$ cat src/emp_defs.svh
`ifndef EMP_DEFS_SVH
`define EMP_DEFS_SVH
// Functional notes
// - stop or wait releases mastership; all port pins go high impedance.
// - address lines driven only while bus master, else high impedance.
// - address holds last value when no external access is running.
// - data lines bidirectional as master, otherwise drivers off.
// - stop/wait keeps data direction; inputs ignored; data ignored during reset.
// - attribute lines act as chip selects or extra address lines.
// - by default at most one attribute line asserted at a time.
// - priority-off bit 14 makes attribute lines a 4-bit encoded field.
// - alternate function makes attribute lines row strobes, programmable polarity.
// - active-low read strobe as master, else high impedance.
// - active-low write strobe as master, else high impedance.
// - cycle ends one clock after ack sampled, at least programmed waits.

// ----------------------------------------
// widths and fields
// ----------------------------------------
`define EMP_ADDR_W        18
`define EMP_DATA_W        24
`define EMP_ATTR_W        4
`define EMP_WAIT_W        5
`define EMP_OMR_APD_BIT   14
`define EMP_ADDR_RST      18'h00000
`define EMP_DATA_RST      24'h000000
`define EMP_WAIT_RST      5'h00
`define EMP_ATTR_OFF      4'h0
`endif

$ cat src/emp_pkg.sv
package emp_pkg;
  typedef enum logic [3:0] {
    EMP_IDLE = 4'h1,
    EMP_WAIT = 4'h2,
    EMP_ACK  = 4'h4,
    EMP_DONE = 4'h8
  } emp_state_t;
endpackage

$ cat src/emp_attr_prio.sv
`timescale 1ns/1ps
`include "emp_defs.svh"
module emp_attr_prio (
  input  wire logic [`EMP_ATTR_W-1:0] req,
  input  wire logic                   prio_off,
  output logic      [`EMP_ATTR_W-1:0] sel
);
  logic [`EMP_ATTR_W-1:0] lower_hit;
  // ----------------------------------------
  // lowest index wins
  // ----------------------------------------
  assign lower_hit[0] = 1'b0;
  genvar i;
  generate
    for (i = 1; i < `EMP_ATTR_W; i++) begin : g_pri
      assign lower_hit[i] = lower_hit[i-1] | req[i-1];
    end
  endgenerate
  assign sel = prio_off ? req : (req & ~lower_hit);
endmodule

$ cat src/emp_port.sv
`timescale 1ns/1ps
`include "emp_defs.svh"
module emp_port (
  input  wire logic                   clk,
  input  wire logic                   reset_n,
  input  wire logic                   bus_grant,
  input  wire logic                   standby,
  input  wire logic                   attr_priority_off,
  input  wire logic                   ras_mode,
  input  wire logic [`EMP_ATTR_W-1:0] ras_active_high,
  input  wire logic [`EMP_WAIT_W-1:0] min_waits,
  input  wire logic                   dram_access,
  input  wire logic                   req_valid,
  input  wire logic                   req_write,
  input  wire logic [`EMP_ADDR_W-1:0] req_addr,
  input  wire logic [`EMP_DATA_W-1:0] req_wdata,
  input  wire logic [`EMP_ATTR_W-1:0] req_attr,
  output logic                        req_ready,
  output logic                        rsp_valid,
  output logic      [`EMP_DATA_W-1:0] rsp_rdata,
  output logic                        is_master,
  output logic      [`EMP_ADDR_W-1:0] addr_o,
  output logic                        addr_oe,
  input  wire logic [`EMP_DATA_W-1:0] data_i,
  output logic      [`EMP_DATA_W-1:0] data_o,
  output logic                        data_oe,
  output logic      [`EMP_ATTR_W-1:0] attr_select_o,
  output logic                        attr_select_oe,
  output logic                        rd_n_o,
  output logic                        wr_n_o,
  output logic                        strobe_oe,
  output logic                        bus_busy_n_o,
  output logic                        bus_busy_n_oe,
  input  wire logic                   transfer_ack_n
);
  typedef struct packed {
    emp_pkg::emp_state_t    st;
    logic                   master;
    logic                   wr;
    logic                   dram;
    logic [`EMP_ADDR_W-1:0] addr;
    logic [`EMP_DATA_W-1:0] wdata;
    logic [`EMP_ATTR_W-1:0] attr;
    logic [`EMP_WAIT_W-1:0] cnt;
    logic                   dir_out;
    logic                   rvalid;
    logic [`EMP_DATA_W-1:0] rdata;
  } emp_regs_t;

  emp_regs_t              s_reg;
  emp_regs_t              s_next;
  logic [`EMP_ATTR_W-1:0] attr_sel;
  logic                   active;
  logic                   ack_seen;

  emp_attr_prio u_prio (
    .req      (req_attr),
    .prio_off (attr_priority_off),
    .sel      (attr_sel)
  );

  // dram or zero-wait cycles never honour the ack input
  assign ack_seen = !transfer_ack_n && (min_waits != `EMP_WAIT_RST) && !s_reg.dram;

  // ----------------------------------------
  // next state
  // ----------------------------------------
  always_comb begin
    s_next        = s_reg;
    s_next.rvalid = 1'b0;
    s_next.master = bus_grant && !standby;
    unique case (s_reg.st)
      emp_pkg::EMP_IDLE: begin
        if (req_valid && s_next.master && s_reg.master) begin
          s_next.st      = emp_pkg::EMP_WAIT;
          s_next.wr      = req_write;
          s_next.dram    = dram_access;
          s_next.addr    = req_addr;
          s_next.wdata   = req_wdata;
          s_next.attr    = attr_sel;
          s_next.cnt     = min_waits;
          s_next.dir_out = req_write;
        end
      end
      emp_pkg::EMP_WAIT: begin
        if (s_reg.cnt != `EMP_WAIT_RST) begin
          s_next.cnt = s_reg.cnt - 5'h01;
        end
        // cycle ends one clock after ack once minimum waits are spent
        if (s_reg.cnt == `EMP_WAIT_RST) begin
          if (ack_seen || min_waits == `EMP_WAIT_RST || s_reg.dram) begin
            s_next.st = emp_pkg::EMP_ACK;
          end
        end
      end
      emp_pkg::EMP_ACK: begin
        s_next.st = emp_pkg::EMP_DONE;
        if (!s_reg.wr && !standby) begin
          s_next.rdata  = data_i;
          s_next.rvalid = 1'b1;
        end
      end
      emp_pkg::EMP_DONE: begin
        s_next.st   = emp_pkg::EMP_IDLE;
        s_next.attr = `EMP_ATTR_OFF;
      end
    endcase
    if (!s_next.master) begin
      s_next.st   = emp_pkg::EMP_IDLE;
      s_next.attr = `EMP_ATTR_OFF;
    end
  end

  always_ff @(posedge clk or negedge reset_n) begin
    if (!reset_n) begin
      s_reg <= '{st: emp_pkg::EMP_IDLE, master: 1'b0, wr: 1'b0, dram: 1'b0,
                 addr: `EMP_ADDR_RST, wdata: `EMP_DATA_RST, attr: `EMP_ATTR_OFF,
                 cnt: `EMP_WAIT_RST, dir_out: 1'b0, rvalid: 1'b0,
                 rdata: `EMP_DATA_RST};
    end else begin
      s_reg <= s_next;
    end
  end

  // ----------------------------------------
  // pins
  // ----------------------------------------
  assign active         = s_reg.st != emp_pkg::EMP_IDLE;
  assign req_ready      = s_reg.st == emp_pkg::EMP_IDLE && s_reg.master && !standby;
  assign rsp_valid      = s_reg.rvalid;
  assign rsp_rdata      = s_reg.rdata;
  assign is_master      = s_reg.master;
  assign addr_o         = s_reg.addr;
  assign addr_oe        = s_reg.master;
  assign data_o         = s_reg.wdata;
  assign data_oe        = s_reg.master && s_reg.dir_out && active;
  // row strobe polarity per line; attribute lines are active low otherwise
  assign attr_select_o  = ras_mode ? ~(s_reg.attr ^ ras_active_high) : ~s_reg.attr;
  assign attr_select_oe = s_reg.master;
  assign rd_n_o         = !(active && !s_reg.wr);
  assign wr_n_o         = !(active && s_reg.wr && s_reg.st != emp_pkg::EMP_DONE);
  assign strobe_oe      = s_reg.master;
  assign bus_busy_n_o   = !s_reg.master;
  assign bus_busy_n_oe  = s_reg.master;

  // ----------------------------------------
  // checks
  // ----------------------------------------
  release_on_standby_a: assert property (@(posedge clk) disable iff (!reset_n)
    standby |=> !addr_oe && !data_oe && !strobe_oe && !attr_select_oe)
    else $error("pins driven in standby");
  addr_float_a: assert property (@(posedge clk) disable iff (!reset_n)
    !is_master |-> !addr_oe)
    else $error("address driven without mastership");
  addr_hold_a: assert property (@(posedge clk) disable iff (!reset_n)
    (!active && !(req_valid && req_ready)) |=> $stable(addr_o))
    else $error("address toggled while idle");
  data_dir_a: assert property (@(posedge clk) disable iff (!reset_n)
    data_oe |-> is_master && rd_n_o)
    else $error("data driven during read or as slave");
  read_capture_a: assert property (@(posedge clk) disable iff (!reset_n)
    rsp_valid |-> $past(s_reg.st == emp_pkg::EMP_ACK) && !$past(s_reg.wr))
    else $error("read data taken outside read cycle");
  attr_onehot_a: assert property (@(posedge clk) disable iff (!reset_n)
    !attr_priority_off |-> $onehot0(attr_sel))
    else $error("more than one attribute line");
  attr_pass_a: assert property (@(posedge clk) disable iff (!reset_n)
    attr_priority_off |-> attr_sel == req_attr)
    else $error("encoded attribute altered");
  strobe_excl_a: assert property (@(posedge clk) disable iff (!reset_n)
    !(!rd_n_o && !wr_n_o))
    else $error("read and write strobes together");
  write_float_a: assert property (@(posedge clk) disable iff (!reset_n)
    !is_master |-> !strobe_oe)
    else $error("write strobe driven as slave");
  ack_end_a: assert property (@(posedge clk) disable iff (!reset_n)
    (s_reg.st == emp_pkg::EMP_WAIT && s_reg.cnt == `EMP_WAIT_RST && ack_seen
     && s_next.master) |=> s_reg.st == emp_pkg::EMP_ACK)
    else $error("cycle not ended after ack");
  min_wait_a: assert property (@(posedge clk) disable iff (!reset_n)
    (s_reg.st == emp_pkg::EMP_WAIT && s_reg.cnt != `EMP_WAIT_RST) |=> s_reg.st != emp_pkg::EMP_ACK)
    else $error("minimum waits cut short");

  read_cov: cover property (@(posedge clk) disable iff (!reset_n) rsp_valid);
  write_cov: cover property (@(posedge clk) disable iff (!reset_n) !wr_n_o);
  stretch_cov: cover property (@(posedge clk) disable iff (!reset_n)
    s_reg.st == emp_pkg::EMP_WAIT ##1 s_reg.st == emp_pkg::EMP_WAIT [*3]);
  standby_cov: cover property (@(posedge clk) disable iff (!reset_n) active ##1 standby);
endmodule

$ cat config.mk
export PLATFORM = sky130hd
export DESIGN_NAME = emp_port
export DESIGN_NICKNAME = d
export VERILOG_FILES = /design/src/emp_pkg.sv /design/src/emp_attr_prio.sv /design/src/emp_port.sv
export VERILOG_INCLUDE_DIRS = /design/src /design/src/src
export SDC_FILE = /design/constraint.sdc
export NUM_CORES = 1
export LEC_CHECK = 0
export ABC_AREA = 1
export ABC_CLOCK_PERIOD_IN_PS = 4070
export BUFFER_PORTS_ARGS = -buffer_cell sky130_fd_sc_hd__buf_2
export CAP_MARGIN = 10
export CORE_UTILIZATION = 40
export CTS_CLUSTER_DIAMETER = 50
export CTS_CLUSTER_SIZE = 25
export DETAILED_ROUTE_END_ITERATION = 10
export MAX_ROUTING_LAYER = met4
export PLACE_DENSITY = 0.68
export SETUP_SLACK_MARGIN = 0.3
export SLEW_MARGIN = 20
export SYNTH_ARGS = -nofsm -noshare
export SYNTH_HDL_FRONTEND = slang
export SYNTH_SLANG_ARGS = --single-unit
$ cat constraint.sdc
create_clock -name clk -period 4.07 [get_ports clk]
set_clock_uncertainty 0.2 [all_clocks]
set_input_delay 0.2035 -clock clk [delete_from_list [all_inputs] [get_ports clk]]
set_output_delay 0.2035 -clock clk [all_outputs]
set_load 0.01 [all_outputs]
==> run_results.csv, run 1 <==
group,metric,value,unit
route,num_vias,3728,
logic_synthesis,synth_area,0.00421,mm2
cells_and_area,diodes,0,
timing,hold_violations,0,
logic_synthesis,synth.yosys.warnings,0,
grt,grtUsageTotal,0.199,
logic_synthesis,ys_ff_latch,83,
timing,rsz0062_at_grt,"false",
route,drt_iter0_markers,148,
floorplanning,die_area,0.0109,mm2
min_path,holdPathEnd,"s_reg[26]$_DFFE_PN0P_",
critical_path,rrSetupSlack,1.59,ns
cts,htree_levels,3,
timing,fin_crit_sh,0.609,
grt,grt_overflow_total,0,
logic_synthesis,yosysUniqueCellTypes,27,
power_and_ir_drop,p_per_area,378,mW/mm2
floorplanning,die_h,105,um
cts,cts_tree,"built",
cts,clock_path_buffers,2,
floorplanning,start_util,0.410,
critical_path,path_class,"reg2reg",
placement,dpl.hpwl,6360,um
critical_path,worst_setup_path_start_kind,"flop",
timing,slew_headroom,0.509,
route,ant_nets,0,
timing,fmax,404,MHz
flow_run,cap_violations,0,
logic_synthesis,synthesis.nets,601,
cts,cts_buffers,9,
power_and_ir_drop,peakVddDrop,192,uV
grt,grt_pass1_vias,3705,
min_path,worst_hold_path_type,"in2reg",
logic_synthesis,synth_ff_type,"dfrtp_1",
logic_synthesis,synth_edf_count,0,
cells_and_area,drive_gt1_frac,0.296,
run_status,status,"finished, final reports clean",
logic_synthesis,syn_area_per_cell,8.26,um2
critical_path,worst-path-max-fanout,46,
route,wl,10100,um
cells_and_area,area_growth,32.4,%
floorplanning,die_width,105,um
min_path,whs_path_depth,5,
logic_synthesis,synthCells,510,
route,drc,0,
grt,grt_antenna_before_repair,0,
cts,cts.sinks,83,
timing,setup_viol,0,
critical_path,critical_path_arrival,2.52,ns
cells_and_area,nNetsFinal,772,
critical_path,worstSetupEndpointType,"flop",
cts,ctsRootBufferMaster,"clkbuf_8",
placement,routabilityCongestion,0.799,
critical_path,crit_chain,"nand2_1 > nor2_8 > nand2_4 > nand2_4 > inv_2 > nand2_1 > nand2_1",
logic_synthesis,synth_seq_area_share,0.493,
critical_path,r2r_start,"s_reg[80]$_DFFE_PN1P_",
floorplanning,num_io_pins,170,
critical_path,r2r-end,"s_reg[30]$_DFFE_PN0P_",
critical_path,crit_top_cell,"nand2_1",
cts,worstSkewPairLatency,0.35,ns
critical_path,critical_path.slowest_cell,"dfstp_2",
cts,clk_transition_reported_paths,0.08,ns
timing,report.final.slew_viol_count,0,
min_path,hold_start,"min_waits[0]",
critical_path,cp.required,4.12,ns
route,vias_per_cell,4.54,
power_and_ir_drop,leakagePower,3.20,nW
timing,fin_crit,2.48,ns
floorplanning,core,0.0103,mm2
cells_and_area,utilization,0.543,
timing,holdWs,0.0142,ns
critical_path,r2r_cells,7,
timing,finalSetupTns,0,ns
route,firstDrtPassIters,4,
critical_path,path_delay_family,"simple AND/OR/NAND/NOR gates",
cts,post_cts_buffers,0,
placement,io_buffers,169,
route,wl_per_cell,12.3,um
critical_path,critPathBufInv,1,
timing,tightest_slew,0.737,ns
critical_path,critPathMaxStageDelay,0.57,ns
floorplanning,placementRows,37,
grt,grt_max_degree,84,
logic_synthesis,async_reset_ff_frac,1.00,
grt,grt_pass1_wl,17200,um
power breakdown:
group	total [W]	switching (W)	internal (W)	leakage, nW
Clock	0.000614	0.000308	0.000306	0.0995
Combinational	0.000487	0.000264	0.000224	2.00
Sequential	0.00101	0.0000694	0.000936	1.10
Total	0.00211	0.000641	0.00147	3.20
logic make-up (layout without fill, tap and decap cells):
group                      Yosys count  after routing  synth area share
xor gates and xnor gates             4              4           0.00831
adders and majority gates            2              2           0.00594
buffers and inverters              113            289             0.176
DFF                                 83             83             0.493
AOI/OAI and AO/OA                   12             12            0.0148
and+or+nand+nor                    296            296             0.301
synth_stat cells, drive strengths merged (2+ instances only):
cell type | instances | area, um2
ha | 2 | 25.0
nand2 | 211 | 822
buf | 85 | 637
a21oi | 3 | 15.0
nor2 | 21 | 113
nor3 | 2 | 10.0
clkbuf | 2 | 7.51
inv | 25 | 93.8
nand3b | 2 | 15.0
o21ai | 8 | 40.0
nand3 | 60 | 310
xnor2 | 4 | 35.0
dfrtp | 82 | 2050
through the flow:
stage | std cells | total power [W] | instance area [um2] | setup slack [ns]
after floorplan | 510 | 0.00137 | 4210 | 2.54
after global placement | 729 | 0.00144 | 4600 | 1.67
after detailed placement | 729 | 0.00145 | 4600 | 1.59
after CTS | 822 | 0.00213 | 5580 | 1.57
after global routing | 822 | 0.00224 | 5580 | 1.38
final | 822 | 0.00211 | 5580 | 1.59
per-layer routing:
metal	vias to the layer above	share of wire	track usage
li1	1856	-	-
met1	1728	0.45	0.241
met2	131	0.48	0.336
met3	13	0.051	0.0399
met4	0	0.014	0.0634
met5	-	0	-
cell type report:
type,instances,area [um2]
fillers,967,4700
multi-input cells,314,1390
inverters,26,98.8
well taps,136,170
clock inverters,6,71.3
repair buffers,247,1630
clock buffers,10,138
flip-flops and latches,83,2080
worst min-delay path: cells and delay by family:
kind,cells,cell delay (ns)
AOI/OAI and AO/OA,1,0.07
buffers and inverters,1,0.10
and+or+nand+nor,3,0.17
worst max path at each step:
stage | from | endpoint | slack (ns) | depth (start not counted)
2_1_floorplan | s_reg[80]$_DFFE_PN1P_ | data_oe | 2.54 | 4
3_3_place_gp | s_reg[80]$_DFFE_PN1P_ | s_reg[29]$_DFFE_PN0P_ | 1.67 | 7
3_5_place_dp | s_reg[80]$_DFFE_PN1P_ | s_reg[29]$_DFFE_PN0P_ | 1.59 | 7
4_1_cts | s_reg[80]$_DFFE_PN1P_ | s_reg[30]$_DFFE_PN0P_ | 1.57 | 7
5_1_grt | s_reg[80]$_DFFE_PN1P_ | s_reg[29]$_DFFE_PN0P_ | 1.38 | 7
6_report | s_reg[80]$_DFFE_PN1P_ | s_reg[30]$_DFFE_PN0P_ | 1.59 | 7
what timing repair did:
action | in CTS | in global routing
hold endpoints to repair | 159 | 0
hold buffers | 77 | 0
endpoints found under the setup margin | 0 | 0
resized for setup | 0 | 0
cells in the final DEF, fill, tap and decap left out:
master | netlist | layout
nand2_1 | 205 | 205
buf_2 | 8 | 168
dfrtp_1 | 82 | 82
dlygate4sd3_1 | 0 | 77
nand3_1 | 58 | 58
inv_1 | 22 | 22
nor2_1 | 17 | 17
clkbuf_8 | 0 | 10
o21ai_0 | 7 | 7
xnor2_1 | 4 | 4
inv_2 | 3 | 3
nand2_2 | 3 | 3
nand2_4 | 3 | 3
a21oi_1 | 3 | 3
nor3_1 | 2 | 2
nand3_2 | 2 | 2
nor2_4 | 2 | 2
nand3b_1 | 2 | 2
ha_1 | 2 | 2
inv_6 | 0 | 2
clkinvlp_4 | 0 | 2
nor2_8 | 1 | 1
nor2_2 | 1 | 1
clkinv_2 | 1 | 1
o21bai_1 | 1 | 1
o21ai_1 | 1 | 1
clkinv_4 | 0 | 1
bufinv_16 | 0 | 1
buf_6 | 6 | 1
buf_4 | 70 | 1
dfstp_2 | 1 | 1
Power figures use the tool's default switching activity.
==> run 2: changes to the inputs <==
--- a/config.mk
+++ b/config.mk
@@ -7,7 +7,7 @@
 export NUM_CORES = 1
 export LEC_CHECK = 0
 export ABC_AREA = 1
-export ABC_CLOCK_PERIOD_IN_PS = 4070
+export ABC_CLOCK_PERIOD_IN_PS = 2100
 export BUFFER_PORTS_ARGS = -buffer_cell sky130_fd_sc_hd__buf_2
 export CAP_MARGIN = 10
 export CORE_UTILIZATION = 40
@@ -15,7 +15,7 @@
 export CTS_CLUSTER_SIZE = 25
 export DETAILED_ROUTE_END_ITERATION = 10
 export MAX_ROUTING_LAYER = met4
-export PLACE_DENSITY = 0.68
+export PLACE_DENSITY = 0.71
 export SETUP_SLACK_MARGIN = 0.3
 export SLEW_MARGIN = 20
 export SYNTH_ARGS = -nofsm -noshare
==> constraint.sdc (replaced) <==
create_clock -name clk -period 2.1 [get_ports clk]
set_clock_uncertainty 0.2 [all_clocks]
set_input_delay 0.105 -clock clk [delete_from_list [all_inputs] [get_ports clk]]
set_output_delay 0.105 -clock clk [all_outputs]
set_load 0.01 [all_outputs]
==> run_results.csv, run 2 (synthesized netlist as in run 1, its figures left out) <==
group,metric,value,unit
critical_path,cp.required,1.79,ns
timing,tightest_slew,0.562,ns
critical_path,worst_setup_path_start_kind,"flop",
cts,htree_levels,3,
critical_path,startpoint,"s_reg[80]$_DFFE_PN1P_",
power_and_ir_drop,leakagePower,3.31,nW
cts,worstSkewPairLatency,0.35,ns
critical_path,rrSetupSlack,0.37,ns
route,vias_per_cell,4.63,
floorplanning,placementRows,37,
route,firstDrtPassIters,7,
power_and_ir_drop,power.switching,0.00124,W
cts,clock_path_buffers,2,
cells_and_area,multi_input_area,0.00140,mm2
timing,fin_crit_sh,0.833,
flow_run,cap_violations,0,
route,wl,10800,um
route,maxUsedRoutingLayer,"met4",
floorplanning,start_util,0.410,
route,num_vias,3889,
floorplanning,die_h,105,um
route,wl_met2,5260,um
floorplanning,die_width,105,um
route,met3_wirelength,624,um
timing,fmax,572,MHz
critical_path,critical_path_arrival,1.44,ns
power_and_ir_drop,switching_share,0.294,
route,wl_per_cell,12.9,um
cells_and_area,area_growth,37.6,%
critical_path,r2r-end,"addr_o[4]$_DFFE_PN0P_",
power_and_ir_drop,p_seq_frac,0.465,
cells_and_area,drive_gt1_frac,0.307,
grt,grt_pass1_wl,17500,um
power_and_ir_drop,power_frac_comb,0.238,
cts,cts.sinks,83,
timing,fin_crit,1.75,ns
grt,grtUsageTotal,0.205,
grt,grt_pass1_vias,3818,
timing,finalSetupTns,0,ns
critical_path,r2r_start,"s_reg[80]$_DFFE_PN1P_",
grt,grt_overflow_total,0,
route,drc,0,
cells_and_area,seqCellArea,0.00208,mm2
cells_and_area,diodes,0,
cts,cts_buffers,9,
route,ant_nets,0,
critical_path,worstSetupEndpointType,"output pin",
placement,dpl.hpwl,6890,um
placement,routabilityCongestion,0.797,
timing,rsz0062_at_grt,"true",
min_path,worst_hold_path_type,"in2async",
floorplanning,num_io_pins,170,
floorplanning,die_area,0.0109,mm2
cells_and_area,nFillCells,899,
critical_path,path_class,"reg2out",
power_and_ir_drop,clockPowerShare,0.297,
cells_and_area,final_cell_mix,"nand2_1 (202), buf_2 (168), dlygate4sd3_1 (85)",
cells_and_area,final_common_cell,"nand2_1",
critical_path,worst-path-max-fanout,4,
placement,io_buffers,169,
cts,cts_tree,"built",
timing,report.final.slew_viol_count,0,
cts,ctsRootBufferMaster,"clkbuf_8",
power_and_ir_drop,power,0.00420,W
cts,clk_transition_reported_paths,0.08,ns
power_and_ir_drop,cellInternalPower,0.00296,W
floorplanning,core,0.0103,mm2
power_and_ir_drop,p_per_area,724,mW/mm2
critical_path,r2r_cells,6,
timing,slew_headroom,0.626,
grt,grt_max_degree,45,
power_and_ir_drop,peakVddDrop,347,uV
grt,grt_antenna_before_repair,0,
timing,setup_viol,0,
route,wl_met1,4630,um
run_status,status,"finished, final reports clean",
route,drt_iter0_markers,262,
cells_and_area,nNetsFinal,790,
timing,hold_violations,0,
==> run 2: per-stage QoR <==
stage | setup slack (ns) | area [um2] | utilization | hold slack, ns | instances
floorplan | 0.580 | 4210 | - | -0.391 | 510
global placement | 0.367 | 4660 | 0.453 | -0.0682 | 736
detailed placement | 0.332 | 4660 | 0.453 | -0.0632 | 736
CTS | 0.327 | 5790 | 0.564 | 0.0668 | 840
global route | 0.260 | 5800 | 0.564 | 0.127 | 840
finish | 0.351 | 5800 | 0.564 | 0.0926 | 840
==> run 2: worst max path at each step <==
stage / end / slack (ns) / cells past startpoint
floorplan: s_reg[29]$_DFFE_PN0P_ / 0.58 / 7
global placement: s_reg[34]$_DFFE_PN0P_ / 0.37 / 8
detailed placement: s_reg[34]$_DFFE_PN0P_ / 0.33 / 8
CTS: wr_n_o / 0.33 / 4
global route: addr_o[0]$_DFFE_PN0P_ / 0.26 / 6
finish: data_oe / 0.35 / 5
==> run 2: critical path, stage by stage (launching register included) <==
cell and delay [ns]:
dfstp_2 0.58, nand2_2 0.10, nor2_8 0.14, buf_12 0.12, nor3_1 0.03, buf_2 0.13
==> run 2: cell type report <==
type                            instances  share of cell area
Sequential cell                        83               0.358
Clock inverter                          6              0.0153
Multi-Input combinational cell        314               0.241
Tap cell                              136              0.0293
Clock buffer                           10              0.0220
Inverter                               26              0.0170
Timing Repair Buffer                  265               0.316
==> run 2: metal layers <==
layer  track usage  up-vias
met3        0.0349       26
met4         0.101        0
li1              -     1884
met2         0.339      154
met5             -        -
met1         0.244     1825
==> run 2: timing repair <==
action / 4_1_cts / 5_1_grt
setup endpoints to repair: 1 / 20
endpoints found under the hold margin: 125 / 0
hold buffers: 85 / 0
pin swaps: 1 / 0
gates resized for setup: 5 / 3
gates cloned: 1 / 0
buffers inserted: 2 / 0
==> run 2: power by group through the flow <==
stage                     logic (W)  clock network [W]  registers, W
after floorplan            0.000713                  0       0.00194
after global placement     0.000819                  0       0.00198
after detailed placement   0.000847                  0       0.00198
after CTS                  0.000998            0.00128       0.00195
after global routing        0.00111            0.00135       0.00198
final                       0.00100            0.00125       0.00195
==> run 3: changes to the inputs <==
--- a/config.mk
+++ b/config.mk
@@ -6,8 +6,8 @@
 export SDC_FILE = /design/constraint.sdc
 export NUM_CORES = 1
 export LEC_CHECK = 0
-export ABC_AREA = 1
-export ABC_CLOCK_PERIOD_IN_PS = 2100
+export ABC_AREA = 0
+export ABC_CLOCK_PERIOD_IN_PS = 1500
 export BUFFER_PORTS_ARGS = -buffer_cell sky130_fd_sc_hd__buf_2
 export CAP_MARGIN = 10
 export CORE_UTILIZATION = 40
==> constraint.sdc (replaced) <==
create_clock -name clk -period 1.5 [get_ports clk]
set_clock_uncertainty 0.2 [all_clocks]
set_input_delay 0.075 -clock clk [delete_from_list [all_inputs] [get_ports clk]]
set_output_delay 0.075 -clock clk [all_outputs]
set_load 0.01 [all_outputs]
==> run_results.csv, run 3 <==
group,metric,value,unit
power_and_ir_drop,clockPowerShare,0.289,
power_and_ir_drop,power_frac_comb,0.255,
cells_and_area,nNetsFinal,654,
cts,worstSkewPairLatency,0.34,ns
power_and_ir_drop,cellInternalPower,0.00445,W
cells_and_area,seqCellArea,0.00208,mm2
timing,rsz0062_at_grt,"true",
cells_and_area,nFillCells,705,
cells_and_area,instances_no_fill,700,
route,firstDrtPassIters,4,
logic_synthesis,synth_ff_type,"dfrtp_1",
logic_synthesis,synth_edf_count,0,
cts,cts_tree,"built",
logic_synthesis,synth_area,0.00404,mm2
power_and_ir_drop,p_seq_frac,0.456,
floorplanning,die_width,102,um
cells_and_area,final_cell_mix,"buf_2 (156), dfrtp_1 (81), dlygate4sd3_1 (81)",
grt,grt_antenna_before_repair,0,
logic_synthesis,synth.most_common_cell,"dfrtp_1",
floorplanning,die_area,0.0105,mm2
power_and_ir_drop,p_per_area,952,mW/mm2
route,num_vias,3187,
floorplanning,placementRows,36,
floorplanning,core,0.00977,mm2
logic_synthesis,synthesis.nets,411,
power_and_ir_drop,power.switching,0.00161,W
logic_synthesis,synthCells,320,
route,vias_per_cell,4.55,
logic_synthesis,netlist.area_leader.share,0.508,
logic_synthesis,yosys-top-cells-count,"dfrtp_1 (82), buf_4 (71), mux2_2 (65), nor2_1 (10), o21ai_0 (9)",
timing,finalSetupTns,-40.13,ns
run_status,violations,"setup timing",
critical_path,path_class,"reg2reg",
cts,cts.sinks,83,
floorplanning,start_util,0.413,
logic_synthesis,synth.yosys.warnings,0,
timing,report.final.slew_viol_count,0,
power_and_ir_drop,peakVddDrop,467,uV
flow_run,cap_violations,0,
power_and_ir_drop,leakagePower,3.20,nW
cts,clk_transition_reported_paths,0.08,ns
cells_and_area,drive_gt1_frac,0.612,
floorplanning,num_io_pins,170,
cts,clock_path_buffers,2,
route,wl,10600,um
route,drt_iter0_markers,53,
cells_and_area,diodes,0,
route,drc,0,
run_status,status,"finished with violations",
cts,ctsRootBufferMaster,"clkbuf_8",
grt,grtUsageTotal,0.196,
timing,slew_headroom,0.696,
timing,worst_slack,-0.588,ns
timing,fin_crit_sh,1.39,
logic_synthesis,ys_ff_latch,83,
route,ant_nets,0,
placement,placedCellCount,571,
min_path,worst_hold_path_type,"in2reg",
cells_and_area,area_growth,57.6,%
timing,fmax,479,MHz
timing,fin_crit,2.09,ns
critical_path,cp.required,1.53,ns
cells_and_area,multi_input_area,0.00145,mm2
floorplanning,die_h,102,um
logic_synthesis,post_synth_main_area_contributors,"dfrtp_1 (51%), mux2_2 (18%), buf_4 (13%), buf_6 (1.7%), o21ai_0 (1.1%)",
power_and_ir_drop,power,0.00606,W
critical_path,worst_setup_path_start_kind,"flop",
timing,tightest_slew,0.455,ns
grt,grt_pass1_wl,14900,um
critical_path,worstSetupEndpointType,"flop",
timing,setup_viol,85,
placement,routabilityCongestion,0.822,
logic_synthesis,synth_seq_area_share,0.515,
route,wl_per_cell,15.2,um
logic_synthesis,syn_area_per_cell,12.6,um2
placement,dpl.hpwl,6040,um
cts,cts_buffers,9,
logic_synthesis,yosysUniqueCellTypes,42,
placement,io_buffers,169,
cells_and_area,final_common_cell,"buf_2",
grt,grt_pass1_vias,3245,
logic_synthesis,yosysTopAreaCell,"dfrtp_1",
logic_synthesis,async_reset_ff_frac,1.00,
timing,hold_violations,0,
cts,htree_levels,3,
grt,grt_max_degree,38,
critical_path,critical_path_arrival,2.12,ns
critical_path,worst-path-max-fanout,6,
timing,holdWs,0.0144,ns
power_and_ir_drop,switching_share,0.266,
grt,grt_overflow_total,0,
-- run 3: changes by cell type in the layout (fill, tap and decap cells not counted), moves of 12 or more --
| cell | previous run | this run |
|---|---|---|
| nand3_1 | 58 | 4 |
| nand2_1 | 202 | 8 |
| mux2_2 | 0 | 65 |
| buf_6 | 1 | 22 |
| inv_1 | 22 | 3 |
| buf_4 | 8 | 42 |
| buf_2 | 168 | 156 |
-- run 3: power by group through the flow --
stage,clock (W),combinational (W),sequential [W]
floorplan,0,0.00104,0.00276
global placement,0,0.00121,0.00277
detailed placement,0,0.00124,0.00279
CTS,0.00181,0.00144,0.00275
global route,0.00191,0.00168,0.00281
finish,0.00175,0.00154,0.00276
-- run 3: cell type report --
| type | instances | area share |
|---|---|---|
| Multi-Input combinational cell | 149 | 0.228 |
| Timing Repair Buffer | 313 | 0.381 |
| Inverter | 7 | 0.00452 |
| Tap cell | 133 | 0.0261 |
| Clock buffer | 10 | 0.0216 |
| Sequential cell | 83 | 0.327 |
| Clock inverter | 5 | 0.0122 |
-- run 3: final timing paths --
| kind | from | slack, ns | cells past startpoint | end |
|---|---|---|---|---|
| setup / recovery | s_reg[83]$_DFFE_PN0P_ | -0.59 | 7 | rsp_rdata[8]$_DFFE_PN0P_ |
| hold / removal | bus_grant | 0.01 | 4 | s_reg[80]$_DFFE_PN1P_ |
| setup reg to reg | s_reg[83]$_DFFE_PN0P_ | -0.59 | 7 | rsp_rdata[8]$_DFFE_PN0P_ |
| hold reg to reg | addr_o[9]$_DFFE_PN0P_ | 0.30 | 1 | addr_o[9]$_DFFE_PN0P_ |
| max in group asynchronous | reset_n | 0.55 | 3 | data_o[23]$_DFFE_PN0P_ |
| min in group asynchronous | reset_n | 0.02 | 2 | rsp_rdata[22]$_DFFE_PN0P_ |
-- run 3: routing by layer --
layer  vias to the layer above  GRT usage  part of all wire  wire (um)
met4                         0     0.0747             0.017        180
met5                         -          -                 0          0
met2                       101      0.364              0.55       5870
li1                       1517          -                 -          -
met3                        13     0.0438             0.046        488
met1                      1556      0.199              0.39       4100
-- run 3: repair_timing --
item,in CTS,in global routing
setup buffers,11,16
gates cloned,3,3
endpoints found under the hold margin,164,0
resized for setup,24,31
hold buffers,81,0
setup endpoints to repair,96,108
pin swaps,8,8
-- run 3: logic make-up after synthesis --
kind of cell    Yosys count  synth area share
buf+inv                  88             0.160
flops                    83             0.515
mux                      68             0.191
simple gates             47            0.0741
compound gates           27            0.0440
xor+xnor                  5            0.0108
fa+ha+maj                 2           0.00620
-- run 3: worst max-delay path: stages, from the launching register on --
cell	delay (ns)
dfrtp_2	0.43
buf_6	0.13
nor2_4	0.08
nand3b_1	0.11
or3_4	0.48
buf_12	0.16
buf_16	0.12
mux2_2	0.26
-- run 3: metrics by stage --
step | utilization | cell area (um2) | setup WS (ns)
global placement | 0.485 | 4740 | -0.323
CTS | 0.622 | 6080 | -0.554
global route | 0.651 | 6360 | -0.637
detailed placement | 0.485 | 4740 | -0.381
finish | 0.651 | 6360 | -0.588
floorplan | - | 4080 | -0.360
